### src/rtl/dda_consts.svh
`ifndef DDA_CONSTS_SVH
`define DDA_CONSTS_SVH

`define DDA_ADDR_W        8
`define DDA_DATA_W        32
`define DDA_OFS_CTRL      8'h00
`define DDA_OFS_AUTO_TIME 8'h04
`define DDA_OFS_AUTO_MAX  8'h08
`define DDA_OFS_STATUS    8'h0C
`define DDA_OFS_IRQ_STAT  8'h10
`define DDA_OFS_IRQ_MASK  8'h14

`define DDA_DIR_SEL_W     5
`define DDA_ACK_SEL_W     3
`define DDA_TIME_W        10
`define DDA_MAX_W         9
`define DDA_RUN_W         19
`define DDA_IRQ_W         4

`define DDA_DIR_SEL_RST   5'h00
`define DDA_ACK_SEL_RST   3'h4
`define DDA_TIME_RST      10'h000
`define DDA_MAX_RST       9'h005
`define DDA_DIR_SEL_MAX   5'h10
`define DDA_ACK_SEL_MAX   3'h7
`define DDA_TIME_MAX      10'h3E8
`define DDA_MAX_MAX       9'h1F4

`define DDA_CTRL_ACK_LSB  8
`define DDA_CTRL_AIN_LSB  12
`define DDA_STAT_CNT_LSB  16

`define DDA_IRQ_DIR       0
`define DDA_IRQ_ERR       1
`define DDA_IRQ_CLR       2
`define DDA_IRQ_FATAL     3

`define DDA_SEC_NS        1000000000
`define DDA_CLK_NS        8
`define DDA_SEC_CYC       (`DDA_SEC_NS / `DDA_CLK_NS)

`endif

### src/rtl/dda_pkg.sv
`include "dda_consts.svh"

package dda_pkg;

  typedef struct packed {
    logic [1:0]                ain_dig;
    logic [`DDA_ACK_SEL_W-1:0] ack_sel;
    logic [`DDA_DIR_SEL_W-1:0] dir_sel;
  } dda_cfg_t;

  typedef struct packed {
    logic       ack;
    logic       two;
    logic       one;
    logic       rev;
  } dda_keys_t;

  typedef struct packed {
    logic [`DDA_ADDR_W-1:0] addr;
    logic [`DDA_DATA_W-1:0] wdata;
    logic                   wr;
    logic                   rd;
  } dda_bus_t;

  typedef enum logic [2:0] {
    DDA_ERR_NONE  = 3'h1,
    DDA_ERR_HELD  = 3'h2,
    DDA_ERR_FATAL = 3'h4
  } dda_err_t;

endpackage : dda_pkg

### src/rtl/dda_top.sv
`timescale 1ns/10ps
`include "dda_consts.svh"
module dda_top #(
  parameter int unsigned P_SEC_CYC = `DDA_SEC_CYC
) (
  input  wire logic                   i_clk,
  input  wire logic                   i_rstn,
  input  wire dda_pkg::dda_bus_t      i_bus,
  output logic [`DDA_DATA_W-1:0]      o_rdata,
  input  wire logic [3:0]             i_din,
  input  wire logic [1:0]             i_ain,
  input  wire dda_pkg::dda_keys_t     i_keys,
  input  wire logic                   i_target_neg,
  input  wire logic                   i_motor_running,
  input  wire logic                   i_virt_out,
  input  wire logic                   i_fault_event,
  input  wire logic                   i_fault_present,
  input  wire logic                   i_current_ok,
  output logic                        o_dir_back,
  output logic                        o_err_latched,
  output logic                        o_err_fatal,
  output logic                        o_ack_pulse,
  output logic                        o_irq
);
  import dda_pkg::*;

  localparam int NIN = 10;
  localparam int SEC_W = $clog2(P_SEC_CYC + 1);

  // Synchronised pins: din[3:0], ain[5:4], keys[9:6]
  logic [NIN-1:0] raw_in;
  logic [NIN-1:0] sync1_q;
  logic [NIN-1:0] sync2_q;
  logic [NIN-1:0] sync3_q;
  logic [NIN-1:0] rise;

  assign raw_in = {i_keys, i_ain, i_din};

  genvar g;
  generate
    for (g = 0; g < NIN; g++) begin : g_sync
      always_ff @(posedge i_clk or negedge i_rstn) begin
        if (!i_rstn) begin
          sync1_q[g] <= 1'b0;
          sync2_q[g] <= 1'b0;
          sync3_q[g] <= 1'b0;
        end else begin
          sync1_q[g] <= raw_in[g];
          sync2_q[g] <= sync1_q[g];
          sync3_q[g] <= sync2_q[g];
        end
      end
      assign rise[g] = sync2_q[g] & ~sync3_q[g];
    end
  endgenerate

  wire [3:0] din_s   = sync2_q[3:0];
  wire [1:0] ain_s   = sync2_q[5:4];
  wire [3:0] din_r   = rise[3:0];
  wire [1:0] ain_r   = rise[5:4];
  wire       rev_r   = rise[6];
  wire       one_r   = rise[7];
  wire       two_r   = rise[8];
  wire       ack_r   = rise[9];

  // Configuration and interrupt registers
  dda_cfg_t                 cfg_q;
  logic [`DDA_TIME_W-1:0]   auto_time_q;
  logic [`DDA_MAX_W-1:0]    auto_max_q;
  logic [`DDA_IRQ_W-1:0]    irq_stat_q;
  logic [`DDA_IRQ_W-1:0]    irq_mask_q;
  logic [`DDA_IRQ_W-1:0]    irq_ev;
  logic [`DDA_DATA_W-1:0]   rdata_q;
  logic [`DDA_DATA_W-1:0]   rdata_d;

  wire wr_ctrl = i_bus.wr && (i_bus.addr == `DDA_OFS_CTRL);
  wire wr_time = i_bus.wr && (i_bus.addr == `DDA_OFS_AUTO_TIME);
  wire wr_max  = i_bus.wr && (i_bus.addr == `DDA_OFS_AUTO_MAX);
  wire wr_ist  = i_bus.wr && (i_bus.addr == `DDA_OFS_IRQ_STAT);
  wire wr_imsk = i_bus.wr && (i_bus.addr == `DDA_OFS_IRQ_MASK);

  wire [`DDA_DIR_SEL_W-1:0] w_dir = i_bus.wdata[`DDA_DIR_SEL_W-1:0];
  wire [`DDA_ACK_SEL_W-1:0] w_ack =
    i_bus.wdata[`DDA_CTRL_ACK_LSB +: `DDA_ACK_SEL_W];
  wire [`DDA_TIME_W-1:0]    w_time = i_bus.wdata[`DDA_TIME_W-1:0];
  wire [`DDA_MAX_W-1:0]     w_max  = i_bus.wdata[`DDA_MAX_W-1:0];

  // Out-of-range settings are dropped, the old value stays
  always_ff @(posedge i_clk or negedge i_rstn) begin
    if (!i_rstn) begin
      cfg_q.dir_sel <= `DDA_DIR_SEL_RST;
      cfg_q.ack_sel <= `DDA_ACK_SEL_RST;
      cfg_q.ain_dig <= 2'h0;
    end else if (wr_ctrl) begin
      if (w_dir <= `DDA_DIR_SEL_MAX) begin
        cfg_q.dir_sel <= w_dir;
      end
      cfg_q.ack_sel <= w_ack;
      cfg_q.ain_dig <= i_bus.wdata[`DDA_CTRL_AIN_LSB +: 2];
    end
  end

  always_ff @(posedge i_clk or negedge i_rstn) begin
    if (!i_rstn) begin
      auto_time_q <= `DDA_TIME_RST;
      auto_max_q  <= `DDA_MAX_RST;
    end else begin
      if (wr_time && (w_time <= `DDA_TIME_MAX)) begin
        auto_time_q <= w_time;
      end
      if (wr_max && (w_max <= `DDA_MAX_MAX)) begin
        auto_max_q <= w_max;
      end
    end
  end

  // Direction selection
  logic dir_q;
  logic dir_d;
  wire  running = i_motor_running;

  function automatic logic keys_dir(input logic cur, input logic f, input logic b);
    keys_dir = b ? 1'b1 : (f ? 1'b0 : cur);
  endfunction

  always_comb begin
    dir_d = dir_q;
    case (cfg_q.dir_sel)
      5'h00: dir_d = i_target_neg;
      5'h01: dir_d = 1'b0;
      5'h02: dir_d = 1'b1;
      5'h03: dir_d = din_s[0];
      5'h04: dir_d = din_s[1];
      5'h05: dir_d = din_s[2];
      5'h06: dir_d = din_s[3];
      5'h08: dir_d = cfg_q.ain_dig[0] ? ain_s[0] : dir_q;
      5'h09: dir_d = cfg_q.ain_dig[1] ? ain_s[1] : dir_q;
      5'h0A: dir_d = (rev_r && running) ? ~dir_q : dir_q;
      5'h0B: dir_d = keys_dir(dir_q, one_r, two_r);
      5'h0C: dir_d = running ? dir_q : keys_dir(dir_q, one_r, two_r);
      5'h0D: dir_d = i_virt_out;
      5'h0E: dir_d = (rev_r && running) ? ~dir_q : dir_q;
      5'h0F: dir_d = keys_dir(dir_q, one_r, two_r);
      5'h10: dir_d = running ? dir_q : keys_dir(dir_q, one_r, two_r);
      default: dir_d = dir_q;
    endcase
  end

  // Setting 7 has no source here and holds the last direction
  always_ff @(posedge i_clk or negedge i_rstn) begin
    if (!i_rstn) begin
      dir_q <= 1'b0;
    end else begin
      dir_q <= dir_d;
    end
  end

  // Manual acknowledge source
  function automatic logic ack_src(input logic [`DDA_ACK_SEL_W-1:0] sel,
                                   input logic [3:0] dr, input logic kr,
                                   input logic [1:0] ar, input logic [1:0] en);
    case (sel)
      3'h1:    ack_src = dr[0];
      3'h2:    ack_src = dr[1];
      3'h3:    ack_src = dr[2];
      3'h4:    ack_src = dr[3];
      3'h5:    ack_src = kr;
      3'h6:    ack_src = ar[0] & en[0];
      3'h7:    ack_src = ar[1] & en[1];
      default: ack_src = 1'b0;
    endcase
  endfunction

  wire man_ack = ack_src(cfg_q.ack_sel, din_r, ack_r, ain_r, cfg_q.ain_dig);

  // One-second tick shared by the wait and run timers
  logic [SEC_W-1:0] pre_q;
  wire              tick = (pre_q == SEC_W'(P_SEC_CYC - 1));

  always_ff @(posedge i_clk or negedge i_rstn) begin
    if (!i_rstn) begin
      pre_q <= '0;
    end else begin
      pre_q <= tick ? '0 : pre_q + 1'b1;
    end
  end

  // Error state
  dda_err_t                err_q;
  dda_err_t                err_d;
  logic [`DDA_TIME_W-1:0]  wait_q;
  logic [`DDA_MAX_W-1:0]   cnt_q;
  logic [`DDA_RUN_W-1:0]   run_q;
  logic                    ack_q;

  wire held     = (err_q == DDA_ERR_HELD);
  wire auto_on  = (auto_time_q != '0);
  // wait has reached the set time
  wire auto_due = held && auto_on && (wait_q >= auto_time_q);
  wire limit_hit = (auto_max_q != '0) && (cnt_q >= auto_max_q);
  // only once the fault is gone
  wire can_ack  = held && !i_fault_present;
  wire do_man   = can_ack && man_ack;
  wire do_auto  = can_ack && auto_due && !do_man && !limit_hit;
  wire do_fatal = can_ack && auto_due && !do_man && limit_hit;
  wire [`DDA_RUN_W-1:0] run_lim = `DDA_RUN_W'(auto_max_q * auto_time_q);
  wire run_ok   = (err_q == DDA_ERR_NONE) && running && i_current_ok;
  wire run_done = run_ok && (run_q >= run_lim);

  always_comb begin
    err_d = err_q;
    case (err_q)
      DDA_ERR_NONE:  err_d = i_fault_event ? DDA_ERR_HELD : DDA_ERR_NONE;
      DDA_ERR_HELD: begin
        if (do_fatal) begin
          err_d = DDA_ERR_FATAL;
        end else if (do_man || do_auto) begin
          err_d = DDA_ERR_NONE;
        end
      end
      DDA_ERR_FATAL: err_d = DDA_ERR_FATAL;
      default:       err_d = DDA_ERR_HELD;
    endcase
  end

  always_ff @(posedge i_clk or negedge i_rstn) begin
    if (!i_rstn) begin
      err_q <= DDA_ERR_NONE;
      ack_q <= 1'b0;
    end else begin
      err_q <= err_d;
      ack_q <= do_man || do_auto;
    end
  end

  // seconds spent in the held state
  always_ff @(posedge i_clk or negedge i_rstn) begin
    if (!i_rstn) begin
      wait_q <= '0;
    end else if (!held) begin
      wait_q <= '0;
    end else if (tick && (wait_q != `DDA_TIME_MAX)) begin
      wait_q <= wait_q + 1'b1;
    end
  end

  // count auto acknowledges; clear after run period
  always_ff @(posedge i_clk or negedge i_rstn) begin
    if (!i_rstn) begin
      cnt_q <= '0;
    end else if (do_auto) begin
      cnt_q <= cnt_q + 1'b1;
    end else if (run_done) begin
      cnt_q <= '0;
    end
  end

  // run time restarts on any error
  always_ff @(posedge i_clk or negedge i_rstn) begin
    if (!i_rstn) begin
      run_q <= '0;
    end else if (err_q != DDA_ERR_NONE) begin
      run_q <= '0;
    end else if (run_ok && tick && !run_done) begin
      run_q <= run_q + 1'b1;
    end
  end

  // Interrupt status, set wins over write-one-clear
  assign irq_ev[`DDA_IRQ_DIR]   = (dir_d != dir_q);
  assign irq_ev[`DDA_IRQ_ERR]   = (err_q == DDA_ERR_NONE) && i_fault_event;
  assign irq_ev[`DDA_IRQ_CLR]   = do_man || do_auto;
  assign irq_ev[`DDA_IRQ_FATAL] = do_fatal;

  wire [`DDA_IRQ_W-1:0] ist_clr = wr_ist ? i_bus.wdata[`DDA_IRQ_W-1:0] : '0;

  always_ff @(posedge i_clk or negedge i_rstn) begin
    if (!i_rstn) begin
      irq_stat_q <= '0;
      irq_mask_q <= '0;
    end else begin
      irq_stat_q <= (irq_stat_q & ~ist_clr) | irq_ev;
      if (wr_imsk) begin
        irq_mask_q <= i_bus.wdata[`DDA_IRQ_W-1:0];
      end
    end
  end

  // Read path, one cycle late; unmapped reads zero
  always_comb begin
    rdata_d = '0;
    if (i_bus.rd) begin
      case (i_bus.addr)
        `DDA_OFS_CTRL: begin
          rdata_d[`DDA_DIR_SEL_W-1:0] = cfg_q.dir_sel;
          rdata_d[`DDA_CTRL_ACK_LSB +: `DDA_ACK_SEL_W] = cfg_q.ack_sel;
          rdata_d[`DDA_CTRL_AIN_LSB +: 2] = cfg_q.ain_dig;
        end
        `DDA_OFS_AUTO_TIME: rdata_d[`DDA_TIME_W-1:0] = auto_time_q;
        `DDA_OFS_AUTO_MAX:  rdata_d[`DDA_MAX_W-1:0]  = auto_max_q;
        `DDA_OFS_STATUS: begin
          rdata_d[0] = dir_q;
          rdata_d[1] = held;
          rdata_d[2] = (err_q == DDA_ERR_FATAL);
          rdata_d[`DDA_STAT_CNT_LSB +: `DDA_MAX_W] = cnt_q;
        end
        `DDA_OFS_IRQ_STAT:  rdata_d[`DDA_IRQ_W-1:0] = irq_stat_q;
        `DDA_OFS_IRQ_MASK:  rdata_d[`DDA_IRQ_W-1:0] = irq_mask_q;
        default:            rdata_d = '0;
      endcase
    end
  end

  logic irq_q;

  always_ff @(posedge i_clk or negedge i_rstn) begin
    if (!i_rstn) begin
      rdata_q <= '0;
      irq_q   <= 1'b0;
    end else begin
      rdata_q <= rdata_d;
      irq_q   <= |(irq_stat_q & irq_mask_q);
    end
  end

  assign o_rdata       = rdata_q;
  assign o_dir_back    = dir_q;
  assign o_err_latched = err_q[1];
  assign o_err_fatal   = err_q[2];
  assign o_ack_pulse   = ack_q;
  assign o_irq         = irq_q;

endmodule : dda_top

### config.mk
export PLATFORM = sky130hd
export DESIGN_NAME = dda_top
export DESIGN_NICKNAME = d
export VERILOG_FILES = /design/src/rtl/dda_pkg.sv /design/src/rtl/dda_top.sv
export VERILOG_INCLUDE_DIRS = /design/src /design/src/rtl
export SDC_FILE = /design/constraint.sdc
export NUM_CORES = 1
export LEC_CHECK = 0
export BUFFER_PORTS_ARGS = -buffer_cell sky130_fd_sc_hd__buf_2
export CORE_ASPECT_RATIO = 2
export CORE_MARGIN = 4
export CORE_UTILIZATION = 51
export CTS_CLUSTER_SIZE = 20
export DETAILED_ROUTE_END_ITERATION = 10
export PLACE_DENSITY = 0.75
export SETUP_SLACK_MARGIN = 0.4
export SLEW_MARGIN = 20
export SYNTH_ARGS = -nofsm -noshare
export SYNTH_HDL_FRONTEND = slang
export SYNTH_SLANG_ARGS = --single-unit
export TNS_END_PERCENT = 5
### constraint.sdc
create_clock -name i_clk -period 8.1 [get_ports i_clk]
set_input_delay 0.81 -clock i_clk [delete_from_list [all_inputs] [get_ports i_clk]]
set_output_delay 0.81 -clock i_clk [all_outputs]
set_load 0.05 [all_outputs]
### Word level (Yosys, flattened, before mapping)

Cells that the tools add are included.

* $add $sub $neg: 4
* multipliers: 1
* magnitude comparators: 6
* equal/unequal tests: 36
* multiplexer cells: 30
* bitwise logic cells: 27
* reduce and logical (&&, ||, !) cells: 40

Operator list (count)
* 5-bit by 4-bit equality test with 1-bit output, second input constant: 8
* 19-bit 2-to-1 mux: 2
* 27-bit by 1-bit adder with 27-bit output, second input constant: 1
* 27-bit equality test, second input constant: 1
* 27-bit 2-to-1 mux: 1
* 9-bit 2-to-1 mux: 3
* 25-bit 2-to-1 mux: 1
* 1-bit logical AND: 24
* 10-bit 2-to-1 mux: 2
* 19-bit by 1-bit adder with 19-bit output, second input constant: 1
* 19-bit >= comparator: 1
* 9-bit by 10-bit multiplier with 19-bit output: 1
* 3-bit one-hot mux with 6 select lines: 1
* 8-bit by 4-bit equality test with 1-bit output, second input constant: 2
* 8-bit by 5-bit equality test with 1-bit output, second input constant: 2
* 3-bit equality test, second input constant: 5
* 5-bit by 3-bit equality test with 1-bit output, second input constant: 3
* 1-bit one-hot mux with 13 select lines: 1
* 1-bit AND: 12
* 1-bit NOT: 11
* 10-bit by 1-bit adder with 10-bit output, second input constant: 1
* 5-bit by 2-bit equality test with 1-bit output, second input constant: 2
* 10-bit >= comparator: 1
* 10-bit less-or-equal comparator, second input constant: 1
* 37 further kinds: 56

* bits in registers: 170
* input bits: 60
* output and inout port bits: 37
* logic and storage cells: 190

### Longest topological paths before layout

Gate-level depths: netlist of run 1.

* depth in word-level cells: 12
* depth in mapped cells: 27
* mapped depth without buffers: 25

### Worst setup path after synthesis of run 1

Ideal clock, no wire load.

* kind: flip-flop to flip-flop
* from: register auto_max_q[2]
* to: register run_q[11]
* setup time: 0.066 ns
* arrival time: 6.532 ns
* required time: 8.034 ns
* slack: 1.502 ns
* cell stages (with the launch flop): 25
* buffers on the path: 2
* clock period less this slack: 6.598 ns
* cell sequence: dfstp_2 -> clkbuf_1 -> nand2_1 -> fa_1 -> inv_1 -> fa_1 -> ha_1 -> fa_1 -> fa_1 -> a211o_1 -> a21oi_1 -> o31ai_1 -> a211oi_1 -> o21ai_0 -> a21oi_1 -> xnor2_1 -> ha_1 -> a21oi_1 -> o21ai_0 -> or4_4 -> a211oi_4 -> nand2_2 -> buf_6 -> or4_1 -> nand2_1

* cells in the longest elaborated chain, start to end: 6

RTL lines
* start: declaration: RTL line dda_top.sv:69 `` logic [`DDA_MAX_W-1:0] auto_max_q; ``
* start signal: assignment: RTL line dda_top.sv:106 `` auto_max_q <= `DDA_MAX_RST; ``
* start signal: assignment: RTL line dda_top.sv:112 `auto_max_q <= w_max;`
* 9-bit by 10-bit multiplier with 19-bit output: RTL line dda_top.sv:206 `` wire [`DDA_RUN_W-1:0] run_lim = `DDA_RUN_W'(auto_max_q * auto_time_q); ``
* 19-bit >= comparator: RTL line dda_top.sv:208 `wire run_done = run_ok && (run_q >= run_lim);`
* 1-bit logical AND: RTL line dda_top.sv:208
* 1-bit zero test: RTL line dda_top.sv:264 `end else if (run_ok && tick && !run_done) begin`
* 1-bit logical AND: RTL line dda_top.sv:264
* 2-bit nonzero test (no source line)
* end signal: assignment: RTL line dda_top.sv:265 `run_q <= run_q + 1'b1;`
* end: declaration: RTL line dda_top.sv:193 `` logic [`DDA_RUN_W-1:0] run_q; ``

No other way between the ends.
A chain may end at the register's enable or synchronous reset.

### Final worst setup path of run 1

* from: register auto_max_q[2]
* to: register run_q[12]

Same word-level chain as after synthesis.

==> results of run 1 <==
==> registers in the layout, indices dropped and copies added, names as in the netlist <==
name         cells
cnt_q            9
o_ack_pulse      1
ain_s            2
pre_q           27
wait_q          10
auto_time_q     10
irq_stat_q       4
sync1_q         10
cfg_q           10
o_irq            1
sync2_q          4
sync3_q         10
din_s            4
auto_max_q       9
irq_mask_q       4
err_q            3
o_dir_back       1
run_q           19
o_rdata         22
==> layout make-up <==
cell class	instances	share of cell area [%]
Clock inverter	15	1.23
Clock buffer	17	3.56
Timing Repair Buffer	76	3.43
Inverter	88	2.86
Tap cell	266	2.79
Antenna cell	1	0.0210
Sequential cell	160	33.6
Multi-Input combinational cell	810	52.5
==> power breakdown <==
part / switching (W) / internal, W
combinational: 0.000168 / 0.0000877
clock: 0.000368 / 0.000407
sequential: 0.0000424 / 0.000833
==> logic make-up (layout without fill, tap and decap cells) <==
| family | count (synthesis) | after routing | share of synthesized area [%] |
|---|---|---|---|
| and+or+nand+nor | 409 | 409 | 19.1 |
| AOI/OAI and AO/OA | 156 | 156 | 9.74 |
| buffers and inverters | 128 | 196 | 4.90 |
| adders and majority gates | 139 | 139 | 20.1 |
| other | 1 | 11 | 0.0349 |
| DFF | 160 | 160 | 37.3 |
| muxes | 51 | 51 | 5.19 |
| xor gates and xnor gates | 45 | 45 | 3.66 |
==> stage by stage <==
stage / instances / total power (W) / setup WS, ns / hold WS (ns) / utilization [%]
floorplan: 1098 / 0.00105 / 1.50 / 0.331 / -
global placement: 1400 / 0.00114 / 0.911 / 0.333 / 55.2
detailed placement: 1400 / 0.00114 / 0.773 / 0.336 / 55.2
CTS: 1432 / 0.00192 / 0.716 / 0.352 / 58.0
global route: 1433 / 0.00199 / 0.428 / 0.362 / 58.1
finish: 1433 / 0.00191 / 0.842 / 0.349 / 58.1
==> repair_timing <==
item,CTS,global route
setup buffers,0,0
hold buffers,0,0
endpoints found under the setup margin,0,11
resized for setup,0,6
==> layer usage <==
layer  vias up  GRT usage [%]  part of all wire, %
met4         0           16.8                  7.2
met1      4133           22.5                   34
li1       3902              -                    -
met5         -              0                    0
met2       240           45.0                   56
met3       116           4.04                  3.6
==> worst min-delay path by stage <==
stage,startpoint,endpoint,slack (ns),cells after the start
after CTS,sync1_q[2],din_s[2],0.35,0
after global routing,sync1_q[9],sync2_q[9],0.36,0
after global placement,sync1_q[2],din_s[2],0.33,0
after detailed placement,sync1_q[2],din_s[2],0.34,0
after floorplan,sync1_q[4],ain_s[0],0.33,0
final,sync1_q[2],din_s[2],0.35,0
==> synthesized netlist by cell type (20+ instances only) <==
master | count | area, um^2
and3_1 | 25 | 156
mux2_2 | 38 | 428
inv_1 | 80 | 300
a21oi_1 | 45 | 225
fa_1 | 57 | 1140
and2_1 | 21 | 131
clkbuf_1 | 28 | 105
nand2_1 | 91 | 342
nor2_1 | 125 | 469
ha_1 | 82 | 1030
xnor2_1 | 22 | 193
o21ai_0 | 32 | 160
dfrtp_1 | 156 | 3900
nand4_1 | 20 | 125
nand3_1 | 35 | 175
xor2_1 | 23 | 201
==> run summary, run 1 <==
pin count of the biggest net entering global routing -> 87
Power Dens Cells -> 160 mW/mm^2
CP endpoint -> run_q[12]
max-slew violation count -> 0
row count -> 74
critical path startpoint category -> register
antenna violations before repair -> 1
register bit total from synthesis -> 160
status -> finished clean
P&R area growth vs syn -> 11.0%
Yosys warning total -> 0
Register Area -> 0.00401 mm^2
Ports -> 97
Yosys cell types -> 69
synthesized area -> 0.0108 mm^2
WL/cell -> 18.5 um
clk_lat worst skew -> 0.45 ns
nets -> 1352
Fmax achieved -> 138 MHz
Crit Path Max Fanout -> 10
Critical Path AT -> 7.60 ns
Detail Route Antenna Nets -> 0
Relative slew margins -> 27.7%
Final Skew -> 0.0101 ns
Syn Area/Cell -> 9.88 um^2
DR DRC count -> 0
r2r startpoint -> auto_max_q[2]
Top cell by count, worst path -> fa_1
die area -> 0.0236 mm^2
clock transition at the registers of the reported paths -> 0.07 ns
Post-synth EDFFs -> 0
Post-synth ARST share -> 100%
worst r2r dst -> run_q[12]
fin area -> 0.0119 mm^2
# port buffers -> 67
fin crit share -> 89.6%
crit path buf inv count -> 1
htree depth -> 4
Initial Util -> 52.3%
gr ovfl total -> 0
Root Buffer -> clkbuf_16
Final Hold Viols -> 0
Clock Sinks -> 160
most frequent cells in the layout -> dfrtp_1, nor2_1, nand2_1
Routed WL -> 26.6 mm
Area after DPL -> 0.0113 mm^2
Fillers -> 1810
RSZ-0062 raised after global routing -> no
Worst EP required -> 8.44 ns
CP max-delay cell -> dfstp_2
Sum Neg Setup Slack -> 0 ns
P_leak -> 5.95 nW
first-pass GRT wire length -> 43.8 mm
Worst Hold Class -> register to register
TritonCTS clock tree -> built
drt pass-1 iters -> 7
gr usage total -> 23.5%
Max clock buf depth -> 2
number of global-route vias before repair -> 8835
Max-Cap Viols -> 0
Die Height -> 213 um
initial DRC count -> 350
CP Depth -> 22
Via density -> 5.86
final setup fails -> 0
Placer Congestion -> 0.952
critical path endpoint category -> register
vias -> 8391
die width -> 111 um
Detail Placement HPWL -> 20.7 mm
Final min period -> 7.26 ns
Worst Tran Pin Value -> 1.07 ns
maximum VDD drop -> 0.235 mV
kind of cell adding the most delay to the critical path -> adder cells
Core ar. -> 0.0206 mm^2
prevailing post-synth register cell -> dfrtp_1
r2r setup slk -> 0.84 ns
cts bufs inserted -> 17
R2R depth -> 22
sequential area share after synthesis -> 37.3%
CP max stage delay -> 0.63 ns
footprint of the multi-input gates -> 0.00627 mm^2
CP startpoint -> auto_max_q[2]
critical path cell sequence -> inv_1 > nor2_1 > fa_1 > fa_1 > fa_1 > fa_1 > ha_1 > o21a_1 > a21oi_1 > o31ai_2 > a211oi_2 > o21ai_0 > a21oi_1 > xnor2_1 > ha_1 > a21oi_1 > o21ai_0 > or4_4 > a211oi_4 > nand2_2 > or3_1 > mux2i_1
commonest non-fill, non-tap cell in the layout -> dfrtp_1
worst setup path category -> register to register
Post-Syn Instances -> 1089
layout cell share with drive strength beyond 1 -> 14.3%
(Power assumes the default switching activity.)
==> inputs of run 2 (changes only) <==
--- a/config.mk
+++ b/config.mk
@@ -12,7 +12,7 @@
 export CORE_UTILIZATION = 51
 export CTS_CLUSTER_SIZE = 20
 export DETAILED_ROUTE_END_ITERATION = 10
-export PLACE_DENSITY = 0.75
+export PLACE_DENSITY = 0.78
 export SETUP_SLACK_MARGIN = 0.4
 export SLEW_MARGIN = 20
 export SYNTH_ARGS = -nofsm -noshare
==> constraint.sdc (replaced) <==
create_clock -name i_clk -period 6.35 [get_ports i_clk]
set_input_delay 0.635 -clock i_clk [delete_from_list [all_inputs] [get_ports i_clk]]
set_output_delay 0.635 -clock i_clk [all_outputs]
set_load 0.05 [all_outputs]
==> run summary, run 2 (same netlist as run 1, synthesis figures left out) <==
status -> finished clean (unchanged)
Sw Share -> 30.4% (about the same)
cts bufs inserted -> 17 (unchanged)
Placer Congestion -> 0.969 (was 0.952)
Final Skew -> 0.0110 ns (was 0.0101 ns)
Routed WL -> 27.9 mm (was 26.6 mm)
part of the power in combinational logic -> 15.3% (was 13.4%)
Area after DPL -> 0.0121 mm^2 (was 0.0113 mm^2)
Critical Path AT -> 6.63 ns (was 7.60 ns)
initial DRC count -> 457 (was 350)
nets -> 1437 (was 1352)
cts hold-fix bufs -> 0 (unchanged)
CP max-delay cell -> dfstp_2 (unchanged)
Worst EP required -> 6.69 ns (was 8.44 ns)
row count -> 74 (unchanged)
Die Height -> 213 um (unchanged)
diode count -> 0 (was 1)
pin count of the biggest net entering global routing -> 93 (was 87)
CP max stage delay -> 0.61 ns (was 0.63 ns)
# port buffers -> 67 (unchanged)
drt pass-1 iters -> 5 (was 7)
Ports -> 97 (unchanged)
Root Buffer -> clkbuf_16 (unchanged)
antenna violations before repair -> 0 (was 1)
internal power -> 0.00177 W (was 0.00133 W)
fin crit share -> 99.0% (was 89.6%)
max-slew violation count -> 0 (unchanged)
Worst Tran Pin Value -> 0.871 ns (was 1.07 ns)
Seq pwr share -> 43.6% (was 45.9%)
P&R area growth vs syn -> 19.3% (was 11.0%)
worst setup path category -> register to register (unchanged)
Top cell by count, worst path -> ha_1 (was fa_1)
die width -> 111 um (unchanged)
gr ovfl total -> 0 (unchanged)
critical path cell sequence -> inv_2 > nor2_2 > fa_1 > ha_1 > ha_1 > fa_1 > ha_2 > fa_2 > a211o_1 > a21oi_4 > o31ai_4 > a211oi_2 > o21ai_2 > a21oi_2 > xnor2_1 > ha_1 > a21oi_1 > o21ai_1 > or4_4 > a211oi_4 > buf_4 > nand2_4 > or3_1 > mux2i_1 (was inv_1 > nor2_1 > fa_1 > fa_1 > fa_1 > fa_1 > ha_1 > o21a_1 > a21oi_1 > o31ai_2 > a211oi_2 > o21ai_0 > a21oi_1 > xnor2_1 > ha_1 > a21oi_1 > o21ai_0 > or4_4 > a211oi_4 > nand2_2 > or3_1 > mux2i_1)
R2R depth -> 24 (was 22)
gr usage total -> 25.0% (was 23.5%)
clock transition at the registers of the reported paths -> 0.08 ns (was 0.07 ns)
critical path startpoint category -> register (unchanged)
layout cell share with drive strength beyond 1 -> 24.1% (was 14.3%)
Max clock buf depth -> 2 (unchanged)
Via density -> 5.67 (was 5.86)
die area -> 0.0236 mm^2 (unchanged)
Non-Filler Instances -> 1517 (was 1433)
fin area -> 0.0128 mm^2 (was 0.0119 mm^2)
Fmax achieved -> 159 MHz (was 138 MHz)
placed insts -> 1474 (was 1400)
final setup fails -> 0 (unchanged)
max FFs per register -> 27 (unchanged)
vias -> 8601 (was 8391)
Final min period -> 6.29 ns (was 7.26 ns)
Worst Hold Class -> input pin to async pin (was register to register)
Core ar. -> 0.0206 mm^2 (unchanged)
Crit Path Max Fanout -> 9 (was 10)
commonest non-fill, non-tap cell in the layout -> dfrtp_1 (unchanged)
htree depth -> 4 (unchanged)
P_leak -> 6.43 nW (was 5.95 nW)
Detail Placement HPWL -> 21.7 mm (was 20.7 mm)
Max-Cap Viols -> 0 (unchanged)
most frequent cells in the layout -> dfrtp_1, nor2_1, buf_4 (was dfrtp_1, nor2_1, nand2_1)
WL/cell -> 18.4 um (was 18.5 um)
Relative slew margins -> 41.4% (was 27.7%)
maximum VDD drop -> 0.285 mV (was 0.235 mV)
critical path endpoint category -> register (unchanged)
Power, Total -> 0.00255 W (was 0.00191 W)
Clock Sinks -> 160 (unchanged)
number of global-route vias before repair -> 9278 (was 8835)
Clock Power Share -> 41.1% (was 40.7%)
Detail Route Antenna Nets -> 0 (unchanged)
Power Dens Cells -> 199 mW/mm^2 (was 160 mW/mm^2)
Initial Util -> 52.3% (unchanged)
P_sw -> 0.000775 W (was 0.000579 W)
RSZ-0062 raised after global routing -> yes (was no)
DR DRC count -> 0 (unchanged)
Reg with most FFs -> pre_q (unchanged)
TritonCTS clock tree -> built (unchanged)
first-pass GRT wire length -> 46.1 mm (was 43.8 mm)
clk_lat worst skew -> 0.46 ns (was 0.45 ns)
Final Hold Viols -> 0 (unchanged)
-- run 2: cell count changes in the layout (fill, tap and decap cells not counted), sizes merged --
cell / previous run / this run
inv: 88 / 94
clkbuf: 17 / 18
clkinvlp: 4 / 2
diode: 1 / 0
clkinv: 11 / 6
bufinv: 0 / 1
buf: 76 / 160
-- run 2: per-stage QoR --
stage	hold WS, ns	setup TNS [ns]	setup slack, ns	util, %
floorplan	0.331	0	0.171	-
global placement	0.333	-0.918	-0.153	58.7
detailed placement	0.336	-2.16	-0.245	58.7
CTS	0.267	0	0.0906	62.0
global route	0.264	-2.86	-0.246	62.4
finish	0.261	0	0.0615	62.4
-- run 2: final cells by class --
cell class	instances	area, um^2
Clock buffer	17	425
Clock inverter	15	166
Fill cell	1728	7720
Inverter	88	355
Multi-Input combinational cell	810	6470
Sequential cell	160	4020
Tap cell	266	333
Timing Repair Buffer	161	1060
-- run 2: metal layers --
layer	global-route usage, %	vias to the layer above	share of wire (%)
met5	0	-	0
met3	4.12	104	3.1
met1	24.4	4240	34
met4	18.8	0	7.7
li1	-	4056	-
met2	46.9	201	55
-- run 2: what timing repair did --
action / in CTS / in global routing
setup buffers: 5 / 6
setup endpoints to repair: 28 / 28
pin swaps: 8 / 4
hold endpoints to repair: 0 / 0
gates resized for setup: 20 / 18
-- run 2: path summary, 6_finish.rpt --
| path | from | to | slack [ns] |
|---|---|---|---|
| min in group i_clk | i_ain[1] | sync1_q[5] | 0.28 |
| hold reg to reg | sync1_q[4] | ain_s[0] | 0.34 |
| setup reg to reg | auto_max_q[2] | run_q[12] | 0.06 |
| hold / removal | i_rstn | run_q[1] | 0.26 |
| max in group asynchronous | i_rstn | auto_time_q[2] | 4.64 |
| setup / recovery | auto_max_q[2] | run_q[12] | 0.06 |
-- run 2: worst max-delay path: cells and delay by family, from the launching register on --
family / cells / cell delay [ns]
AND/OR/NAND/NOR: 4 / 1.09
adder cells (fa/ha/maj): 7 / 2.37
AO/OA/AOI/OAI: 9 / 1.60
multiplexers: 1 / 0.12
buffers and inverters: 2 / 0.26
XOR/XNOR: 1 / 0.08
flip-flops: 1 / 0.61
-- run 2: power groups by stage --
stage	Combinational, W	Clock [W]	Sequential, W
6_report	0.000390	0.00105	0.00111
3_3_place_gp	0.000367	0	0.00113
4_1_cts	0.000384	0.00107	0.00111
2_1_floorplan	0.000215	0	0.00113
5_1_grt	0.000432	0.00112	0.00112
3_5_place_dp	0.000377	0	0.00113
==> inputs of run 3 (changes only) <==
--- a/config.mk
+++ b/config.mk
@@ -7,12 +7,14 @@
 export NUM_CORES = 1
 export LEC_CHECK = 0
 export BUFFER_PORTS_ARGS = -buffer_cell sky130_fd_sc_hd__buf_2
+export CELL_PAD_IN_SITES_DETAIL_PLACEMENT = 0
+export CELL_PAD_IN_SITES_GLOBAL_PLACEMENT = 1
 export CORE_ASPECT_RATIO = 2
 export CORE_MARGIN = 4
-export CORE_UTILIZATION = 51
+export CORE_UTILIZATION = 43
 export CTS_CLUSTER_SIZE = 20
 export DETAILED_ROUTE_END_ITERATION = 10
-export PLACE_DENSITY = 0.78
+export PLACE_DENSITY = 0.82
 export SETUP_SLACK_MARGIN = 0.4
 export SLEW_MARGIN = 20
 export SYNTH_ARGS = -nofsm -noshare
==> run summary, run 3 (same netlist as run 1, synthesis figures left out) <==
Final Skew -> 0.00756 ns (was 0.0110 ns)
Worst EP required -> 6.72 ns (was 6.69 ns)
fin area -> 0.0130 mm^2 (was 0.0128 mm^2)
vias -> 8667 (was 8601)
antenna violations before repair -> 1 (was 0)
critical path endpoint category -> register (unchanged)
Worst Tran Pin Value -> 0.993 ns (was 0.871 ns)
max FFs per register -> 27 (unchanged)
CP max stage delay -> 0.64 ns (was 0.61 ns)
Area after DPL -> 0.0121 mm^2 (about the same)
Register Area -> 0.00401 mm^2 (was 0.00402 mm^2)
Sum Neg Setup Slack -> -0.0437 ns (was 0 ns)
Critical Path AT -> 6.74 ns (was 6.63 ns)
fin crit share -> 100% (was 99.0%)
initial DRC count -> 401 (was 457)
layout cell share with drive strength beyond 1 -> 23.2% (was 24.1%)
r2r setup slk -> -0.02 ns (was 0.06 ns)
Routed WL -> 29.8 mm (was 27.9 mm)
cts bufs inserted -> 17 (unchanged)
cts hold-fix bufs -> 0 (unchanged)
Core ar. -> 0.0245 mm^2 (was 0.0206 mm^2)
TritonCTS clock tree -> built (unchanged)
clock transition at the registers of the reported paths -> 0.07 ns (was 0.08 ns)
drt pass-1 iters -> 5 (unchanged)
worst r2r dst -> run_q[7] (was run_q[12])
clk_lat worst skew -> 0.44 ns (was 0.46 ns)
worst setup path category -> register to register (unchanged)
part of the power in combinational logic -> 14.8% (was 15.3%)
internal power -> 0.00190 W (was 0.00177 W)
R2R depth -> 23 (was 24)
Reg with most FFs -> pre_q (unchanged)
Relative slew margins -> 33.8% (was 41.4%)
RSZ-0062 raised after global routing -> yes (unchanged)
htree depth -> 4 (unchanged)
Fillers -> 2287 (was 1728)
final setup fails -> 3 (was 0)
die area -> 0.0278 mm^2 (was 0.0236 mm^2)
die width -> 120 um (was 111 um)
# port buffers -> 67 (unchanged)
CP Depth -> 23 (was 24)
r2r startpoint -> auto_max_q[2] (unchanged)
gr ovfl total -> 0 (unchanged)
CP max-delay cell -> dfstp_2 (unchanged)
Via density -> 5.48 (was 5.67)
gr usage total -> 22.3% (was 25.0%)
Ports -> 97 (unchanged)
max-slew violation count -> 0 (unchanged)
Fmax achieved -> 157 MHz (was 159 MHz)
Final min period -> 6.37 ns (was 6.29 ns)
Detail Placement HPWL -> 23.0 mm (was 21.7 mm)
Placer Congestion -> 0.926 (was 0.969)
Power, Total -> 0.00263 W (was 0.00255 W)
final worst slack -> -0.0214 ns (was 0.0615 ns)
DR DRC count -> 0 (unchanged)
most frequent cells in the layout -> dfrtp_1, nor2_1, buf_4 (unchanged)
Root Buffer -> clkbuf_16 (unchanged)
P_leak -> 6.43 nW (about the same)
crit path buf inv count -> 2 (unchanged)
kind of cell adding the most delay to the critical path -> adder cells (unchanged)
Max clock buf depth -> 2 (unchanged)
status -> complete, but fails checks (was finished clean)
Initial Util -> 43.9% (was 52.3%)
critical path cell sequence -> inv_4 > nor2_4 > fa_1 > fa_1 > fa_1 > fa_1 > ha_4 > o21a_1 > a21oi_4 > o31ai_4 > a211oi_2 > o21ai_1 > a21oi_1 > xnor2_1 > ha_1 > a21oi_2 > o21ai_2 > or4_4 > a211oi_4 > buf_6 > nand2_4 > or4_1 > nand2_1 (was inv_2 > nor2_2 > fa_1 > ha_1 > ha_1 > fa_1 > ha_2 > fa_2 > a211o_1 > a21oi_4 > o31ai_4 > a211oi_2 > o21ai_2 > a21oi_2 > xnor2_1 > ha_1 > a21oi_1 > o21ai_1 > or4_4 > a211oi_4 > buf_4 > nand2_4 > or3_1 > mux2i_1)
WL/cell -> 18.8 um (was 18.4 um)
commonest non-fill, non-tap cell in the layout -> dfrtp_1 (unchanged)
Power Dens Cells -> 203 mW/mm^2 (was 199 mW/mm^2)
Final Hold Viols -> 0 (unchanged)
footprint of the multi-input gates -> 0.00649 mm^2 (was 0.00647 mm^2)
Die Height -> 232 um (was 213 um)
row count -> 81 (was 74)
Top cell by count, worst path -> fa_1 (was ha_1)
Clock Power Share -> 42.8% (was 41.1%)
nets -> 1434 (was 1437)
Max-Cap Viols -> 0 (unchanged)
Seq pwr share -> 42.4% (was 43.6%)
failing checks -> negative setup slack
Detail Route Antenna Nets -> 0 (unchanged)
maximum VDD drop -> 0.199 mV (was 0.285 mV)
Crit Path Max Fanout -> 6 (was 9)
Layout Utilization -> 52.8% (was 62.4%)
critical path startpoint category -> register (unchanged)
first-pass GRT wire length -> 47.9 mm (was 46.1 mm)
pin count of the biggest net entering global routing -> 87 (was 93)
Worst Hold Class -> input pin to async pin (unchanged)
P_sw -> 0.000731 W (was 0.000775 W)
Sw Share -> 27.8% (was 30.4%)
number of global-route vias before repair -> 9246 (was 9278)
P&R area growth vs syn -> 20.5% (was 19.3%)
Clock Sinks -> 160 (unchanged)
## run 3: changes by cell type in the layout (fill, tap and decap cells not counted), moves of 3 or more
cell	change
nand2_2	+3
inv_4	-6
nor2_1	+3
bufinv_16	+3
inv_6	-3
nor2_2	-4
inv_8	-4
buf_4	-4
dfrtp_1	+4
dfrtp_2	-4
## run 3: timing repair
action | in CTS | in global routing
setup buffers | 8 | 1
setup endpoints to repair | 28 | 28
resized for setup | 15 | 14
pin swaps | 19 | 10
gates cloned | 1 | 0
## run 3: worst max path at each step
| stage | from | end | slack, ns |
|---|---|---|---|
| finish | auto_max_q[2] | run_q[7] | -0.02 |
| global placement | auto_max_q[0] | run_q[5] | -0.14 |
| CTS | auto_max_q[2] | run_q[12] | 0.03 |
| detailed placement | auto_max_q[0] | run_q[5] | -0.28 |
| global route | auto_max_q[2] | run_q[12] | -0.24 |
| floorplan | auto_max_q[0] | run_q[12] | 0.17 |
## run 3: layout make-up
class	instances	area share, %
antenna	1	0.0193
clock buffer	21	3.55
clock inverter	11	1.39
inverter	88	2.68
multi-input combinational	811	50.1
sequential	160	31.0
tap	332	3.21
timing repair buffer	157	8.07
## run 3: per-layer routing
metal	part of all wire, %	GRT usage, %	vias to the layer above
li1	-	-	4059
met1	34	21.4	4333
met2	57	43.0	195
met3	2.9	3.69	80
met4	6.5	14.3	0
met5	0	0	-
## run 3: power by group through the flow
stage               Combinational [W]  Clock (W)  Sequential (W)
floorplan                    0.000215          0         0.00113
global placement             0.000371          0         0.00113
detailed placement           0.000379          0         0.00113
CTS                          0.000386    0.00115         0.00111
global route                 0.000430    0.00120         0.00112
finish                       0.000390    0.00113         0.00111
## run 3: stage by stage
step,setup WS [ns],hold slack [ns],instances
after global routing,-0.235,0.283,1581
after floorplan,0.171,0.331,1098
final,-0.0214,0.260,1581
after global placement,-0.141,0.334,1538
after detailed placement,-0.275,0.335,1538
after CTS,0.0327,0.268,1579
